===== config.mk =====
export PLATFORM = sky130hd
export DESIGN_NAME = cic_top
export DESIGN_NICKNAME = d
export VERILOG_FILES = /design/src/core/cic_pkg.sv /design/src/core/cic_top.sv
export SDC_FILE = /design/constraint.sdc
export NUM_CORES = 1
export LEC_CHECK = 0
export ABC_AREA = 1
export BUFFER_PORTS_ARGS = -buffer_cell sky130_fd_sc_hd__buf_2
export CAP_MARGIN = 20
export CORE_UTILIZATION = 50
export DETAILED_ROUTE_END_ITERATION = 10
export PLACE_DENSITY = 0.71
export SLEW_MARGIN = 40
export SYNTH_ARGS = -nofsm -noshare
export SYNTH_HDL_FRONTEND = slang
export SYNTH_SLANG_ARGS = --single-unit

===== constraint.sdc =====
create_clock -name CLK_SYS_IN -period 2.1 [get_ports CLK_SYS_IN]
set_clock_uncertainty 0.2 [all_clocks]
set_input_delay 0.105 -clock CLK_SYS_IN [delete_from_list [all_inputs] [get_ports CLK_SYS_IN]]
set_output_delay 0.105 -clock CLK_SYS_IN [all_outputs]
set_load 0.01 [all_outputs]

===== src/core/cic_pkg.sv =====
// Constants, offsets and field layouts of the codec configuration register block
package cic_pkg;

  // ---------------------------------------------------------------------------
  // Register offsets (printed offsets, used directly as the 7-bit address)
  // ---------------------------------------------------------------------------
  localparam logic [6:0] OFS_SAMPLE_RATE = 7'h40;
  localparam logic [6:0] OFS_LEVEL_CTRL = 7'h46;
  localparam logic [6:0] OFS_PIN_DIR = 7'h4c;
  localparam logic [6:0] OFS_PIN_POLARITY = 7'h4e;
  localparam logic [6:0] OFS_PIN_STICKY = 7'h50;
  localparam logic [6:0] OFS_PIN_WAKE_EN = 7'h52;
  localparam logic [6:0] OFS_PIN_STATUS = 7'h54;
  localparam logic [6:0] OFS_PIN_PULLUP = 7'h56;
  localparam logic [6:0] OFS_PIN_OPEN_DRAIN = 7'h58;
  localparam logic [6:0] OFS_CONFIG_ONE = 7'h5c;
  localparam logic [6:0] OFS_CONFIG_TWO = 7'h5e;
  localparam logic [6:0] OFS_PIN_INIT_STATE = 7'h60;
  localparam logic [6:0] OFS_CLK_PIN_CTRL = 7'h64;

  // ---------------------------------------------------------------------------
  // Field positions
  // ---------------------------------------------------------------------------
  localparam int CFG1_BANK_LSB = 13;
  localparam int CFG1_RESET_PWR_MODE = 12;
  localparam int CFG1_XTAL_LSB = 10;
  localparam int CFG1_ANALOG_SEL = 9;
  localparam int CFG1_ADC_CAL = 8;
  localparam int CFG1_CLKOUT_RUN = 7;
  localparam int CFG1_CLKOUT_IN_RESET = 6;
  localparam int CFG2_WAKE_PIN = 14;
  localparam int CFG2_MON_PIN = 13;
  localparam int CFG2_MIC_PIN = 12;
  localparam int CFG2_LINK_CHAIN = 11;
  localparam int CFG2_LINK_BYPASS = 10;
  localparam int CFG2_LINK_SLOT = 9;
  localparam int CFG2_PORT_ISOLATE = 8;
  localparam int CFG2_LINK_DELAY_LSB = 6;
  localparam int CLKCTL_OSC_LP = 3;
  localparam int CLKCTL_DRIVE_LSB = 0;

  // Pins that carry an alternate role, and the pins that strap the link mode
  localparam int PIN_MIC = 1;
  localparam int PIN_MODE_LSB = 2;
  localparam int PIN_WAKE = 3;
  localparam int PIN_MON = 4;

  // ---------------------------------------------------------------------------
  // Writable masks and values after reset
  // ---------------------------------------------------------------------------
  localparam logic [15:0] CFG1_MASK = 16'h7f40;
  localparam logic [15:0] CFG2_MASK = 16'h7fc0;
  localparam logic [15:0] CLKCTL_MASK = 16'h000f;
  localparam logic [15:0] CFG1_RST = 16'h0000;
  localparam logic [15:0] CFG2_RST = 16'h0000;
  localparam logic [15:0] CLKCTL_RST = 16'h0007;
  localparam logic [15:0] SAMPLE_RATE_RST = 16'h0000;
  localparam logic [15:0] LEVEL_CTRL_RST = 16'h0000;
  localparam logic [1:0] BANK_ONE = 2'h1;
  localparam logic [1:0] XTAL_ID_RST = 2'h0;
  localparam logic [2:0] DRIVE_OFF = 3'h0;
  localparam logic [1:0] MODE_DSP = 2'h0;

endpackage : cic_pkg


===== src/core/cic_top.sv =====
// Configuration registers, clock-output control and pin logic of the modem codec
// How it works
// RULE_01: Host sets bank selector to 01 before touching banked registers.
// RULE_02: Reset power mode 0 powers device fully down while reset is held.
// RULE_03: Crystal id field tells input frequency; host reprograms for non-default clock.
// RULE_04: Analog codec select, default 0, may change at any moment.
// RULE_05: Run-time clock-out enable returns to 1 at every reset release.
// RULE_06: In-reset clock-out enable keeps clock running in reset, gated by power mode.
// RULE_07: Oscillator low-power bit only reduces crystal drive.
// RULE_08: Three-bit field selects clock output driver strength.
// RULE_09: Strength 000 floats the pad, 111 full drive is default.
// RULE_10: Wake select turns pin 3 into an event flag driven high.
// RULE_11: Monitor select routes the monitor bit stream onto pin 4.
// RULE_12: Mic select turns pin 1 from input flag into analog mic input.
// RULE_13: Link chain, bypass, slot and delay act only in link mode.
// RULE_14: Pin levels are captured once, at first reset release after power.
// RULE_15: Captured pins 2 and 3 choose the serial interface mode.
// RULE_16: After power-up all pins are inputs with pull-ups on.
// RULE_17: Each pin may be event source or open-drain or push-pull output.
// RULE_18: Pin control registers keep contents through reset, cleared only by power-up.
// RULE_19: Host programs pin control registers in recommended order, wake enable last.
// RULE_20: Sample rate and level registers accept writes at any time; the code drops them while device reset is held.
// RULE_21: Banked offsets reach the register of the currently selected bank.
//
// Local design decision: strobed register access.
`timescale 1ns/1ps
`default_nettype none

module cic_top
  import cic_pkg::*;
#(
  parameter int NUM_PINS = 8
) (
  input wire logic CLK_SYS_IN,
  input wire logic ARST_N_IN,
  input wire logic POR_N_IN,
  input wire logic [6:0] REG_ADDR_IN,
  input wire logic [15:0] REG_WDATA_IN,
  input wire logic REG_WR_IN,
  input wire logic REG_RD_IN,
  output logic [15:0] REG_RDATA_OUT,
  input wire logic [NUM_PINS-1:0] PIN_IN,
  input wire logic MON_STREAM_IN,
  output logic [NUM_PINS-1:0] PIN_OUT,
  output logic [NUM_PINS-1:0] PIN_OE_N_OUT,
  output logic [NUM_PINS-1:0] PIN_PULLUP_OUT,
  output logic CLKOUT_OUT,
  output logic CLKOUT_OE_N_OUT,
  output logic [2:0] CLKOUT_DRIVE_OUT,
  output logic OSC_LOW_POWER_OUT,
  output logic POWER_DOWN_OUT,
  output logic [1:0] CRYSTAL_FREQ_ID_OUT,
  output logic ANALOG_CODEC_SEL_OUT,
  output logic MIC_INPUT_SEL_OUT,
  output logic [1:0] SERIAL_MODE_OUT,
  output logic LINK_CHAIN_OUT,
  output logic LINK_BYPASS_OUT,
  output logic LINK_SLOT_OUT,
  output logic [1:0] LINK_DELAY_OUT,
  output logic PORT_ISOLATE_OUT,
  output logic [15:0] SAMPLE_RATE_OUT,
  output logic [15:0] LEVEL_CTRL_OUT
);

  localparam logic [NUM_PINS-1:0] ALL_ONES = {NUM_PINS{1'b1}};
  localparam logic [NUM_PINS-1:0] ALL_ZERO = {NUM_PINS{1'b0}};

  // ---------------------------------------------------------------------------
  // Declarations
  // ---------------------------------------------------------------------------
  logic arst_any_n, in_reset, release_evt, wr_en, bank_one, wake_flag, clk_enable, link_mode;
  logic rst_meta_r, rst_sync_r, rst_prev_r, clkout_run_r, captured_r;
  logic [15:0] cfg1_r, cfg2_r, clkctl_r, sample_rate_r, level_ctrl_r, rdata_nxt;
  logic [NUM_PINS-1:0] pin_meta_r, pin_sync_r, pin_data_r, init_state_r;
  logic [NUM_PINS-1:0] pin_dir_r, pin_pol_r, pin_sticky_r, pin_wake_en_r, pin_pullup_r, pin_od_r;
  logic [NUM_PINS-1:0] pin_status_r, pin_status_nxt, role_mask, in_mask, active_lvl;
  logic [NUM_PINS-1:0] wdata_pins, clr_mask;

  // ---------------------------------------------------------------------------
  // Reset pin synchroniser
  // ---------------------------------------------------------------------------
  // Either reset source forces the clock-out enable flop to its value
  assign arst_any_n = ARST_N_IN & POR_N_IN;

  // Reset pin level seen on the system clock; this logic must keep running
  // through device reset, so it only listens to power-on reset
  always_ff @(posedge CLK_SYS_IN or negedge POR_N_IN) begin
    if (!POR_N_IN) begin
      rst_meta_r <= 1'b0;
      rst_sync_r <= 1'b0;
      rst_prev_r <= 1'b0;
    end else begin
      rst_meta_r <= ARST_N_IN;
      rst_sync_r <= rst_meta_r;
      rst_prev_r <= rst_sync_r;
    end
  end

  assign in_reset = ~rst_sync_r;
  assign release_evt = rst_sync_r & ~rst_prev_r;

  // ---------------------------------------------------------------------------
  // Pin input synchroniser
  // ---------------------------------------------------------------------------
  always_ff @(posedge CLK_SYS_IN or negedge POR_N_IN) begin
    if (!POR_N_IN) begin
      pin_meta_r <= ALL_ONES;
      pin_sync_r <= ALL_ONES;
    end else begin
      pin_meta_r <= PIN_IN;
      pin_sync_r <= pin_meta_r;
    end
  end

  // ---------------------------------------------------------------------------
  // Bus decode
  // ---------------------------------------------------------------------------
  // Writes are dropped while the device is held in reset
  assign wr_en = REG_WR_IN & ~in_reset;
  assign bank_one = (cfg1_r[CFG1_BANK_LSB +: 2] == BANK_ONE); // RULE_21
  assign wdata_pins = REG_WDATA_IN[NUM_PINS-1:0];

  // ---------------------------------------------------------------------------
  // Configuration register one
  // ---------------------------------------------------------------------------
  // Survives device reset; bank, power mode, crystal id and codec select
  always_ff @(posedge CLK_SYS_IN or negedge POR_N_IN) begin
    if (!POR_N_IN) begin
      cfg1_r <= CFG1_RST;
    end else if (wr_en && REG_ADDR_IN == OFS_CONFIG_ONE) begin
      cfg1_r <= REG_WDATA_IN & CFG1_MASK; // RULE_03 RULE_04
    end
  end

  // Run-time clock enable sits on the device reset so it comes back set
  always_ff @(posedge CLK_SYS_IN or negedge arst_any_n) begin
    if (!arst_any_n) begin
      clkout_run_r <= 1'b1; // RULE_05
    end else if (wr_en && REG_ADDR_IN == OFS_CONFIG_ONE) begin
      clkout_run_r <= REG_WDATA_IN[CFG1_CLKOUT_RUN];
    end
  end

  // ---------------------------------------------------------------------------
  // Configuration register two
  // ---------------------------------------------------------------------------
  always_ff @(posedge CLK_SYS_IN or negedge POR_N_IN) begin
    if (!POR_N_IN) begin
      cfg2_r <= CFG2_RST;
    end else if (wr_en && REG_ADDR_IN == OFS_CONFIG_TWO) begin
      cfg2_r <= REG_WDATA_IN & CFG2_MASK;
    end
  end

  // ---------------------------------------------------------------------------
  // Clock pin control (bank one only)
  // ---------------------------------------------------------------------------
  always_ff @(posedge CLK_SYS_IN or negedge POR_N_IN) begin
    if (!POR_N_IN) begin
      clkctl_r <= CLKCTL_RST; // RULE_09
    end else if (wr_en && bank_one && REG_ADDR_IN == OFS_CLK_PIN_CTRL) begin
      clkctl_r <= REG_WDATA_IN & CLKCTL_MASK; // RULE_07 RULE_08 RULE_21
    end
  end

  // ---------------------------------------------------------------------------
  // Sample rate and level control
  // ---------------------------------------------------------------------------
  // No interlock against a running codec: updates land immediately
  always_ff @(posedge CLK_SYS_IN or negedge POR_N_IN) begin
    if (!POR_N_IN) begin
      sample_rate_r <= SAMPLE_RATE_RST;
      level_ctrl_r <= LEVEL_CTRL_RST;
    end else if (wr_en) begin
      if (REG_ADDR_IN == OFS_SAMPLE_RATE) begin
        sample_rate_r <= REG_WDATA_IN; // RULE_20
      end
      if (REG_ADDR_IN == OFS_LEVEL_CTRL) begin
        level_ctrl_r <= REG_WDATA_IN; // RULE_20
      end
    end
  end

  // ---------------------------------------------------------------------------
  // Pin control registers
  // ---------------------------------------------------------------------------
  // Power-on reset only, so a device reset leaves the pin setup alone
  always_ff @(posedge CLK_SYS_IN or negedge POR_N_IN) begin
    if (!POR_N_IN) begin
      pin_dir_r <= ALL_ONES; // RULE_16
      pin_pullup_r <= ALL_ONES; // RULE_16
      pin_pol_r <= ALL_ONES;
      pin_sticky_r <= ALL_ZERO;
      pin_wake_en_r <= ALL_ZERO;
      pin_od_r <= ALL_ZERO;
    end else if (wr_en) begin
      unique case (REG_ADDR_IN)
        OFS_PIN_DIR: pin_dir_r <= wdata_pins; // RULE_17 RULE_18
        OFS_PIN_POLARITY: pin_pol_r <= wdata_pins; // RULE_17
        OFS_PIN_STICKY: pin_sticky_r <= wdata_pins; // RULE_17
        OFS_PIN_WAKE_EN: pin_wake_en_r <= wdata_pins;
        OFS_PIN_PULLUP: pin_pullup_r <= wdata_pins; // RULE_16
        OFS_PIN_OPEN_DRAIN: pin_od_r <= wdata_pins; // RULE_17
        default: ;
      endcase
    end
  end

  // Output data for pins set as outputs
  always_ff @(posedge CLK_SYS_IN or negedge POR_N_IN) begin
    if (!POR_N_IN) begin
      pin_data_r <= ALL_ZERO;
    end else if (wr_en && REG_ADDR_IN == OFS_PIN_STATUS) begin
      pin_data_r <= wdata_pins;
    end
  end

  // ---------------------------------------------------------------------------
  // Pin events
  // ---------------------------------------------------------------------------
  // Pins taken by an alternate role stop acting as plain inputs
  always_comb begin
    role_mask = ALL_ZERO;
    role_mask[PIN_WAKE] = cfg2_r[CFG2_WAKE_PIN];
    role_mask[PIN_MON] = cfg2_r[CFG2_MON_PIN];
    role_mask[PIN_MIC] = cfg2_r[CFG2_MIC_PIN]; // RULE_12
  end

  assign in_mask = pin_dir_r & ~role_mask;
  // Polarity bit 1 means the event is a high level
  assign active_lvl = ~(pin_sync_r ^ pin_pol_r) & in_mask; // RULE_17
  // Writing 0 to a sticky input bit clears it
  assign clr_mask = (wr_en && REG_ADDR_IN == OFS_PIN_STATUS) ? (~wdata_pins & in_mask) : ALL_ZERO;

  // Sticky bits hold until cleared; a new event in the clear cycle wins
  always_comb begin
    pin_status_nxt = (pin_status_r & ~clr_mask & pin_sticky_r & in_mask) | active_lvl; // RULE_17
  end

  always_ff @(posedge CLK_SYS_IN or negedge POR_N_IN) begin
    if (!POR_N_IN) begin
      pin_status_r <= ALL_ZERO;
    end else begin
      pin_status_r <= pin_status_nxt;
    end
  end

  // Qualifying event: any enabled input whose status is set
  assign wake_flag = |(pin_status_r & pin_wake_en_r);

  // ---------------------------------------------------------------------------
  // Initial pin state capture
  // ---------------------------------------------------------------------------
  // Taken once per power-up; later device resets do not overwrite it
  always_ff @(posedge CLK_SYS_IN or negedge POR_N_IN) begin
    if (!POR_N_IN) begin
      captured_r <= 1'b0;
      init_state_r <= ALL_ZERO;
    end else if (release_evt && !captured_r) begin
      captured_r <= 1'b1; // RULE_14
      init_state_r <= pin_sync_r; // RULE_14
    end
  end

  // Mode straps: anything other than the DSP code counts as link mode
  assign link_mode = (init_state_r[PIN_MODE_LSB +: 2] != MODE_DSP); // RULE_15

  // ---------------------------------------------------------------------------
  // Clock output
  // ---------------------------------------------------------------------------
  // In reset the power mode bit has the last word over the in-reset enable
  assign clk_enable = in_reset ?
    (cfg1_r[CFG1_RESET_PWR_MODE] & cfg1_r[CFG1_CLKOUT_IN_RESET]) : // RULE_02 RULE_06
    clkout_run_r; // RULE_05

  // A flop cannot pass the clock itself, so the pad gets a half-rate copy;
  // stopping parks it low
  always_ff @(posedge CLK_SYS_IN or negedge POR_N_IN) begin
    if (!POR_N_IN) begin
      CLKOUT_OUT <= 1'b0;
      CLKOUT_OE_N_OUT <= 1'b0;
      CLKOUT_DRIVE_OUT <= CLKCTL_RST[CLKCTL_DRIVE_LSB +: 3];
      POWER_DOWN_OUT <= 1'b0;
    end else begin
      CLKOUT_OUT <= clk_enable ? ~CLKOUT_OUT : 1'b0; // RULE_05
      CLKOUT_DRIVE_OUT <= clkctl_r[CLKCTL_DRIVE_LSB +: 3]; // RULE_08
      CLKOUT_OE_N_OUT <= (clkctl_r[CLKCTL_DRIVE_LSB +: 3] == DRIVE_OFF); // RULE_09
      POWER_DOWN_OUT <= in_reset & ~cfg1_r[CFG1_RESET_PWR_MODE]; // RULE_02
    end
  end

  // ---------------------------------------------------------------------------
  // Pin drivers
  // ---------------------------------------------------------------------------
  // Open-drain outputs drive only a low; the released level comes from the board
  always_ff @(posedge CLK_SYS_IN or negedge POR_N_IN) begin
    if (!POR_N_IN) begin
      PIN_OUT <= ALL_ZERO;
      PIN_OE_N_OUT <= ALL_ONES;
      PIN_PULLUP_OUT <= ALL_ONES;
    end else begin
      for (int i = 0; i < NUM_PINS; i++) begin
        if (i == PIN_WAKE && cfg2_r[CFG2_WAKE_PIN]) begin
          PIN_OUT[i] <= wake_flag; // RULE_10
          PIN_OE_N_OUT[i] <= 1'b0;
        end else if (i == PIN_MON && cfg2_r[CFG2_MON_PIN]) begin
          PIN_OUT[i] <= MON_STREAM_IN; // RULE_11
          PIN_OE_N_OUT[i] <= 1'b0;
        end else if (i == PIN_MIC && cfg2_r[CFG2_MIC_PIN]) begin
          PIN_OUT[i] <= 1'b0; // RULE_12
          PIN_OE_N_OUT[i] <= 1'b1;
        end else if (!pin_dir_r[i]) begin
          PIN_OUT[i] <= pin_od_r[i] ? 1'b0 : pin_data_r[i]; // RULE_17
          PIN_OE_N_OUT[i] <= pin_od_r[i] & pin_data_r[i]; // RULE_17
        end else begin
          PIN_OUT[i] <= 1'b0;
          PIN_OE_N_OUT[i] <= 1'b1;
        end
        PIN_PULLUP_OUT[i] <= pin_pullup_r[i] & pin_dir_r[i] & ~role_mask[i]; // RULE_16
      end
    end
  end

  // ---------------------------------------------------------------------------
  // Mode and setting outputs
  // ---------------------------------------------------------------------------
  // Link settings stay quiet in DSP mode so they cannot disturb it
  always_ff @(posedge CLK_SYS_IN or negedge POR_N_IN) begin
    if (!POR_N_IN) begin
      OSC_LOW_POWER_OUT <= 1'b0;
      CRYSTAL_FREQ_ID_OUT <= XTAL_ID_RST;
      ANALOG_CODEC_SEL_OUT <= 1'b0;
      MIC_INPUT_SEL_OUT <= 1'b0;
      SERIAL_MODE_OUT <= MODE_DSP;
      LINK_CHAIN_OUT <= 1'b0;
      LINK_BYPASS_OUT <= 1'b0;
      LINK_SLOT_OUT <= 1'b0;
      LINK_DELAY_OUT <= 2'h0;
      PORT_ISOLATE_OUT <= 1'b0;
      SAMPLE_RATE_OUT <= SAMPLE_RATE_RST;
      LEVEL_CTRL_OUT <= LEVEL_CTRL_RST;
    end else begin
      OSC_LOW_POWER_OUT <= clkctl_r[CLKCTL_OSC_LP]; // RULE_07
      CRYSTAL_FREQ_ID_OUT <= cfg1_r[CFG1_XTAL_LSB +: 2]; // RULE_03
      ANALOG_CODEC_SEL_OUT <= cfg1_r[CFG1_ANALOG_SEL]; // RULE_04
      MIC_INPUT_SEL_OUT <= cfg2_r[CFG2_MIC_PIN]; // RULE_12
      SERIAL_MODE_OUT <= init_state_r[PIN_MODE_LSB +: 2]; // RULE_15
      LINK_CHAIN_OUT <= cfg2_r[CFG2_LINK_CHAIN] & link_mode; // RULE_13
      LINK_BYPASS_OUT <= cfg2_r[CFG2_LINK_BYPASS] & link_mode; // RULE_13
      LINK_SLOT_OUT <= cfg2_r[CFG2_LINK_SLOT] & link_mode; // RULE_13
      LINK_DELAY_OUT <= cfg2_r[CFG2_LINK_DELAY_LSB +: 2] & {2{link_mode}}; // RULE_13
      PORT_ISOLATE_OUT <= cfg2_r[CFG2_PORT_ISOLATE];
      SAMPLE_RATE_OUT <= sample_rate_r;
      LEVEL_CTRL_OUT <= level_ctrl_r;
    end
  end

  // ---------------------------------------------------------------------------
  // Read path
  // ---------------------------------------------------------------------------
  // Unmapped offsets, and banked offsets outside bank one, read as zero
  always_comb begin
    rdata_nxt = 16'h0000;
    unique case (REG_ADDR_IN)
      OFS_SAMPLE_RATE: rdata_nxt = sample_rate_r;
      OFS_LEVEL_CTRL: rdata_nxt = level_ctrl_r;
      OFS_PIN_DIR: rdata_nxt = 16'(pin_dir_r);
      OFS_PIN_POLARITY: rdata_nxt = 16'(pin_pol_r);
      OFS_PIN_STICKY: rdata_nxt = 16'(pin_sticky_r);
      OFS_PIN_WAKE_EN: rdata_nxt = 16'(pin_wake_en_r);
      OFS_PIN_STATUS: rdata_nxt = 16'(pin_status_r | (pin_data_r & ~pin_dir_r));
      OFS_PIN_PULLUP: rdata_nxt = 16'(pin_pullup_r);
      OFS_PIN_OPEN_DRAIN: rdata_nxt = 16'(pin_od_r);
      OFS_CONFIG_ONE: begin
        rdata_nxt = cfg1_r;
        rdata_nxt[CFG1_CLKOUT_RUN] = clkout_run_r;
      end
      OFS_CONFIG_TWO: rdata_nxt = cfg2_r;
      OFS_PIN_INIT_STATE: rdata_nxt = bank_one ? 16'(init_state_r) : 16'h0000; // RULE_21
      OFS_CLK_PIN_CTRL: rdata_nxt = bank_one ? clkctl_r : 16'h0000; // RULE_21
      default: rdata_nxt = 16'h0000;
    endcase
  end

  // Data stand only in the cycle after the read strobe
  always_ff @(posedge CLK_SYS_IN or negedge POR_N_IN) begin
    if (!POR_N_IN) begin
      REG_RDATA_OUT <= 16'h0000;
    end else begin
      REG_RDATA_OUT <= REG_RD_IN ? rdata_nxt : 16'h0000;
    end
  end

endmodule : cic_top

`default_nettype wire


==> summary.txt <==
Setup path
  – Crit. End Element: register
  – R2R depth: 5
  – Reg2reg end: level_ctrl_r[12]
  – Slowest cell delay on critical path: 0.57 ns
  – Slowest stage cell, crit path: dlygate4sd3_1
  – CP Data Required Time: 2.35 ns
  – Startpoint types: input port
  – Critical-path cell list: dlygate4sd3_1, buf_2, nand2_4, nor2_8, nand2_4, nor2_8, nand2_2, dlygate4sd3_1, o21ai_2
  – Crit Path Max Fanout: 9
  – R2R setup slack: 0.26 ns
  – WS Path Type: input port to register
  – Critical Path AT: 2.25 ns
  – Reg2Reg Launch Point: rst_sync_r

Yosys
  – FFs w/ async S/R, synth: 1.00
  – Register bit total from synthesis: 237
  – Avg Inst Size Synth: 10.1 µm²
  – Top cells by area, synth: dfrtp_1, dfstp_2, nand2_1
  – Synth area leader: dfrtp_1
  – Synth Cell Area: 0.00956 mm²
  – Area share of the largest cell type after synthesis: 0.456
  – Synth warnings: 0
  – Synth cell types: 42
  – Number of synthesized flops with an enable pin: 0
  – Dominant synthesized flop cell: dfrtp_1
  – Mapped Cells: around 950
  – Post-synthesis sequential area ratio: 0.629
  – Syn_nets: 982

Layout
  – Area grow syn2layout: 24.1%
  – Fill cell count: 1,493
  – Layout cells sized above 1: 0.288
  – ANT cells: 0
  – Commonest cells after routing, fill and taps aside: nand2_1, dfrtp_1, buf_2
  – Nets: 1,179
  – Most common cell after layout, fill and taps aside: nand2_1
  – Post-route cell area: approximately 0.012 mm²

Run status
  – Outcome: complete, no violations

Timing
  – Worst-Margin Slew: 0.602 ns
  – Fin crit share: 0.952
  – Relative slew slack: 0.598
  – RSZ-0062 raised after global routing: no
  – Final setup fails: 0
  – Pins Over Slew Limit: 0
  – Min Tclk post-route: approximately 2.0 ns
  – Max Fclk: between 400 and 500 MHz
  – Final hold viol count: 0
  – Final TNS setup: 0 ns
  – Final Hold Slack: 0.0295 ns
  – Final worst slack: between 0.09 and 0.1 ns

Detailed routing
  – ANT nets after route: 0
  – Number of DRC markers in iteration 0: 468
  – Vias: 7,282
  – DRT Pass-1 Iters: 5
  – Avg Vias per Cell: 5.22
  – Final wirelength: 23,800 µm
  – Wire per inst: ~17 µm
  – DRC: 0

Floorplan
  – Die width: 140 µm
  – Core ar.: 0.0187 mm²
  – Die area: 0.0197 mm²
  – Chip height: 140 µm
  – Starting Density: 0.511
  – Number of I/O pins: 128
  – Rows: 50

Worst hold path
  – Worst hold stages: 2
  – Hold EP: pin_meta_r[1]
  – HP Class: input port to register
  – Startpoint of the worst hold path: PIN_IN[1]

CTS
  – Post-CTS Resized: 0
  – Max clock buf depth: 3
  – Clock sinks: 237
  – Inserted Clock Buffers: 24
  – CTS tree: done
  – Clock root buffer: clkbuf_16
  – Worst-path clk slew: ~0.060 ns
  – CTS H-tree lvls: 1
  – Skew-Pair Late Insertion Delay: roughly 0.52 ns

Placement
  – Detailed Place HPWL: 16,300 µm
  – Port bufs: roughly 130
  – Post-Place Setup Slack: between 0.2 and 0.25 ns
  – Final Wtd Congestion: 0.919
  – Area after DPL: around 0.011 mm²

Job
  – Max cap viols: 0

GRT
  – GRT Util Overall: 0.255
  – Vias in the first global route: approximately 7,100
  – Initial antenna violation count: 0
  – Largest net degree at the start of global routing: 75
  – First-pass GRT wire length: ~38,000 µm
  – Total global routing overflow: 0

Power
  – Pleak: 6.05 nW
  – Worst VDD drop: between 0.7 and 0.8 mV
  – Tot Pwr: 10.5 mW
  – P per Cell Area: 885 mW/mm²
==> logic make-up after synthesis <==
kind of cell              after synthesis  share of synthesized area
xor gates and xnor gates                8                    0.00733
AOI/OAI and AO/OA                     149                     0.0944
muxes                                   5                    0.00589
buffers and inverters                 110                     0.0539
DFF                                   237                      0.629
and+or+nand+nor                       436                      0.210
==> cell type report <==
| class | count | area (µm²) | area share |
|---|---|---|---|
| Timing Repair Buffer | 196 | 1310 | 0.111 |
| Clock buffer | 34 | 729 | 0.0615 |
| Multi-Input combinational cell | 598 | 3030 | 0.256 |
| Clock inverter | 10 | 160 | 0.0135 |
| Sequential cell | 237 | 6010 | 0.507 |
| Inverter | 85 | 323 | 0.0272 |
| Tap cell | 234 | 293 | 0.0247 |
==> layer usage <==
layer	GRT usage	vias to the layer above	share of wire
li1	-	3428	-
met5	0	-	0
met1	0.355	3529	0.44
met4	0.0989	0	0.030
met2	0.402	276	0.46
met3	0.0458	49	0.064
==> cell usage after synthesis (7+ instances only) <==
cell type  number
a21oi_1        15
buf_2           8
buf_4           7
dfrtp_1       174
dfstp_2        63
inv_1          76
inv_2           7
nand2_1       249
nand2_2        10
nand2_4         8
nand3_1        68
nor2_1         72
o21a_1         18
o21ai_0        20
o21ai_1        61
o21ai_2        21
xor2_1          8
==> flip-flops by register name, summed over array words and instances (netlist names), 9 cells and up <==
| signal | count |
|---|---|
| SAMPLE_RATE_OUT | 16 |
| LEVEL_CTRL_OUT | 16 |
| cfg2_r | 9 |
| REG_RDATA_OUT | 16 |
| sample_rate_r | 16 |
| level_ctrl_r | 16 |
==> timing repair <==
| action | CTS | global route |
|---|---|---|
| buffers inserted | 0 | 6 |
| hold buffers | 40 | 0 |
| endpoints found under the hold margin | 313 | 0 |
| endpoints found under the setup margin | 0 | 3 |
==> power by group <==
group	leakage [nW]	internal [mW]	switching (mW)	total (mW)
Clock	0.438	2.91	1.75	4.67
Combinational	2.60	0.291	0.460	0.751
Sequential	3.02	4.88	0.194	5.07
Total	6.05	8.08	2.41	10.5
==> critical path, delay by kind of cell <==
family	cells	cell delay (ns)
AO/OA/AOI/OAI	1	0.06
buffers and inverters	3	1.32
AND/OR/NAND/NOR	5	0.76
==> metrics by stage <==
| step | utilization | std cells |
|---|---|---|
| after detailed placement | 0.563 | 1304 |
| after floorplan | - | 945 |
| after CTS | 0.632 | 1388 |
| after global placement | 0.563 | 1304 |
| after global routing | 0.634 | 1394 |
| final | 0.634 | 1394 |
==> worst max path at each step <==
| stage | end | depth (start not counted) | startpoint |
|---|---|---|---|
| floorplan | init_state_r[2] | 3 | rst_sync_r |
| global placement | level_ctrl_r[9] | 9 | REG_ADDR_IN[0] |
| detailed placement | level_ctrl_r[0] | 9 | REG_ADDR_IN[0] |
| CTS | pin_pol_r[6] | 9 | REG_ADDR_IN[2] |
| global route | pin_pol_r[1] | 9 | REG_ADDR_IN[4] |
| finish | pin_pol_r[1] | 9 | REG_ADDR_IN[2] |
Note: power is estimated with default switching activity, not from simulation.
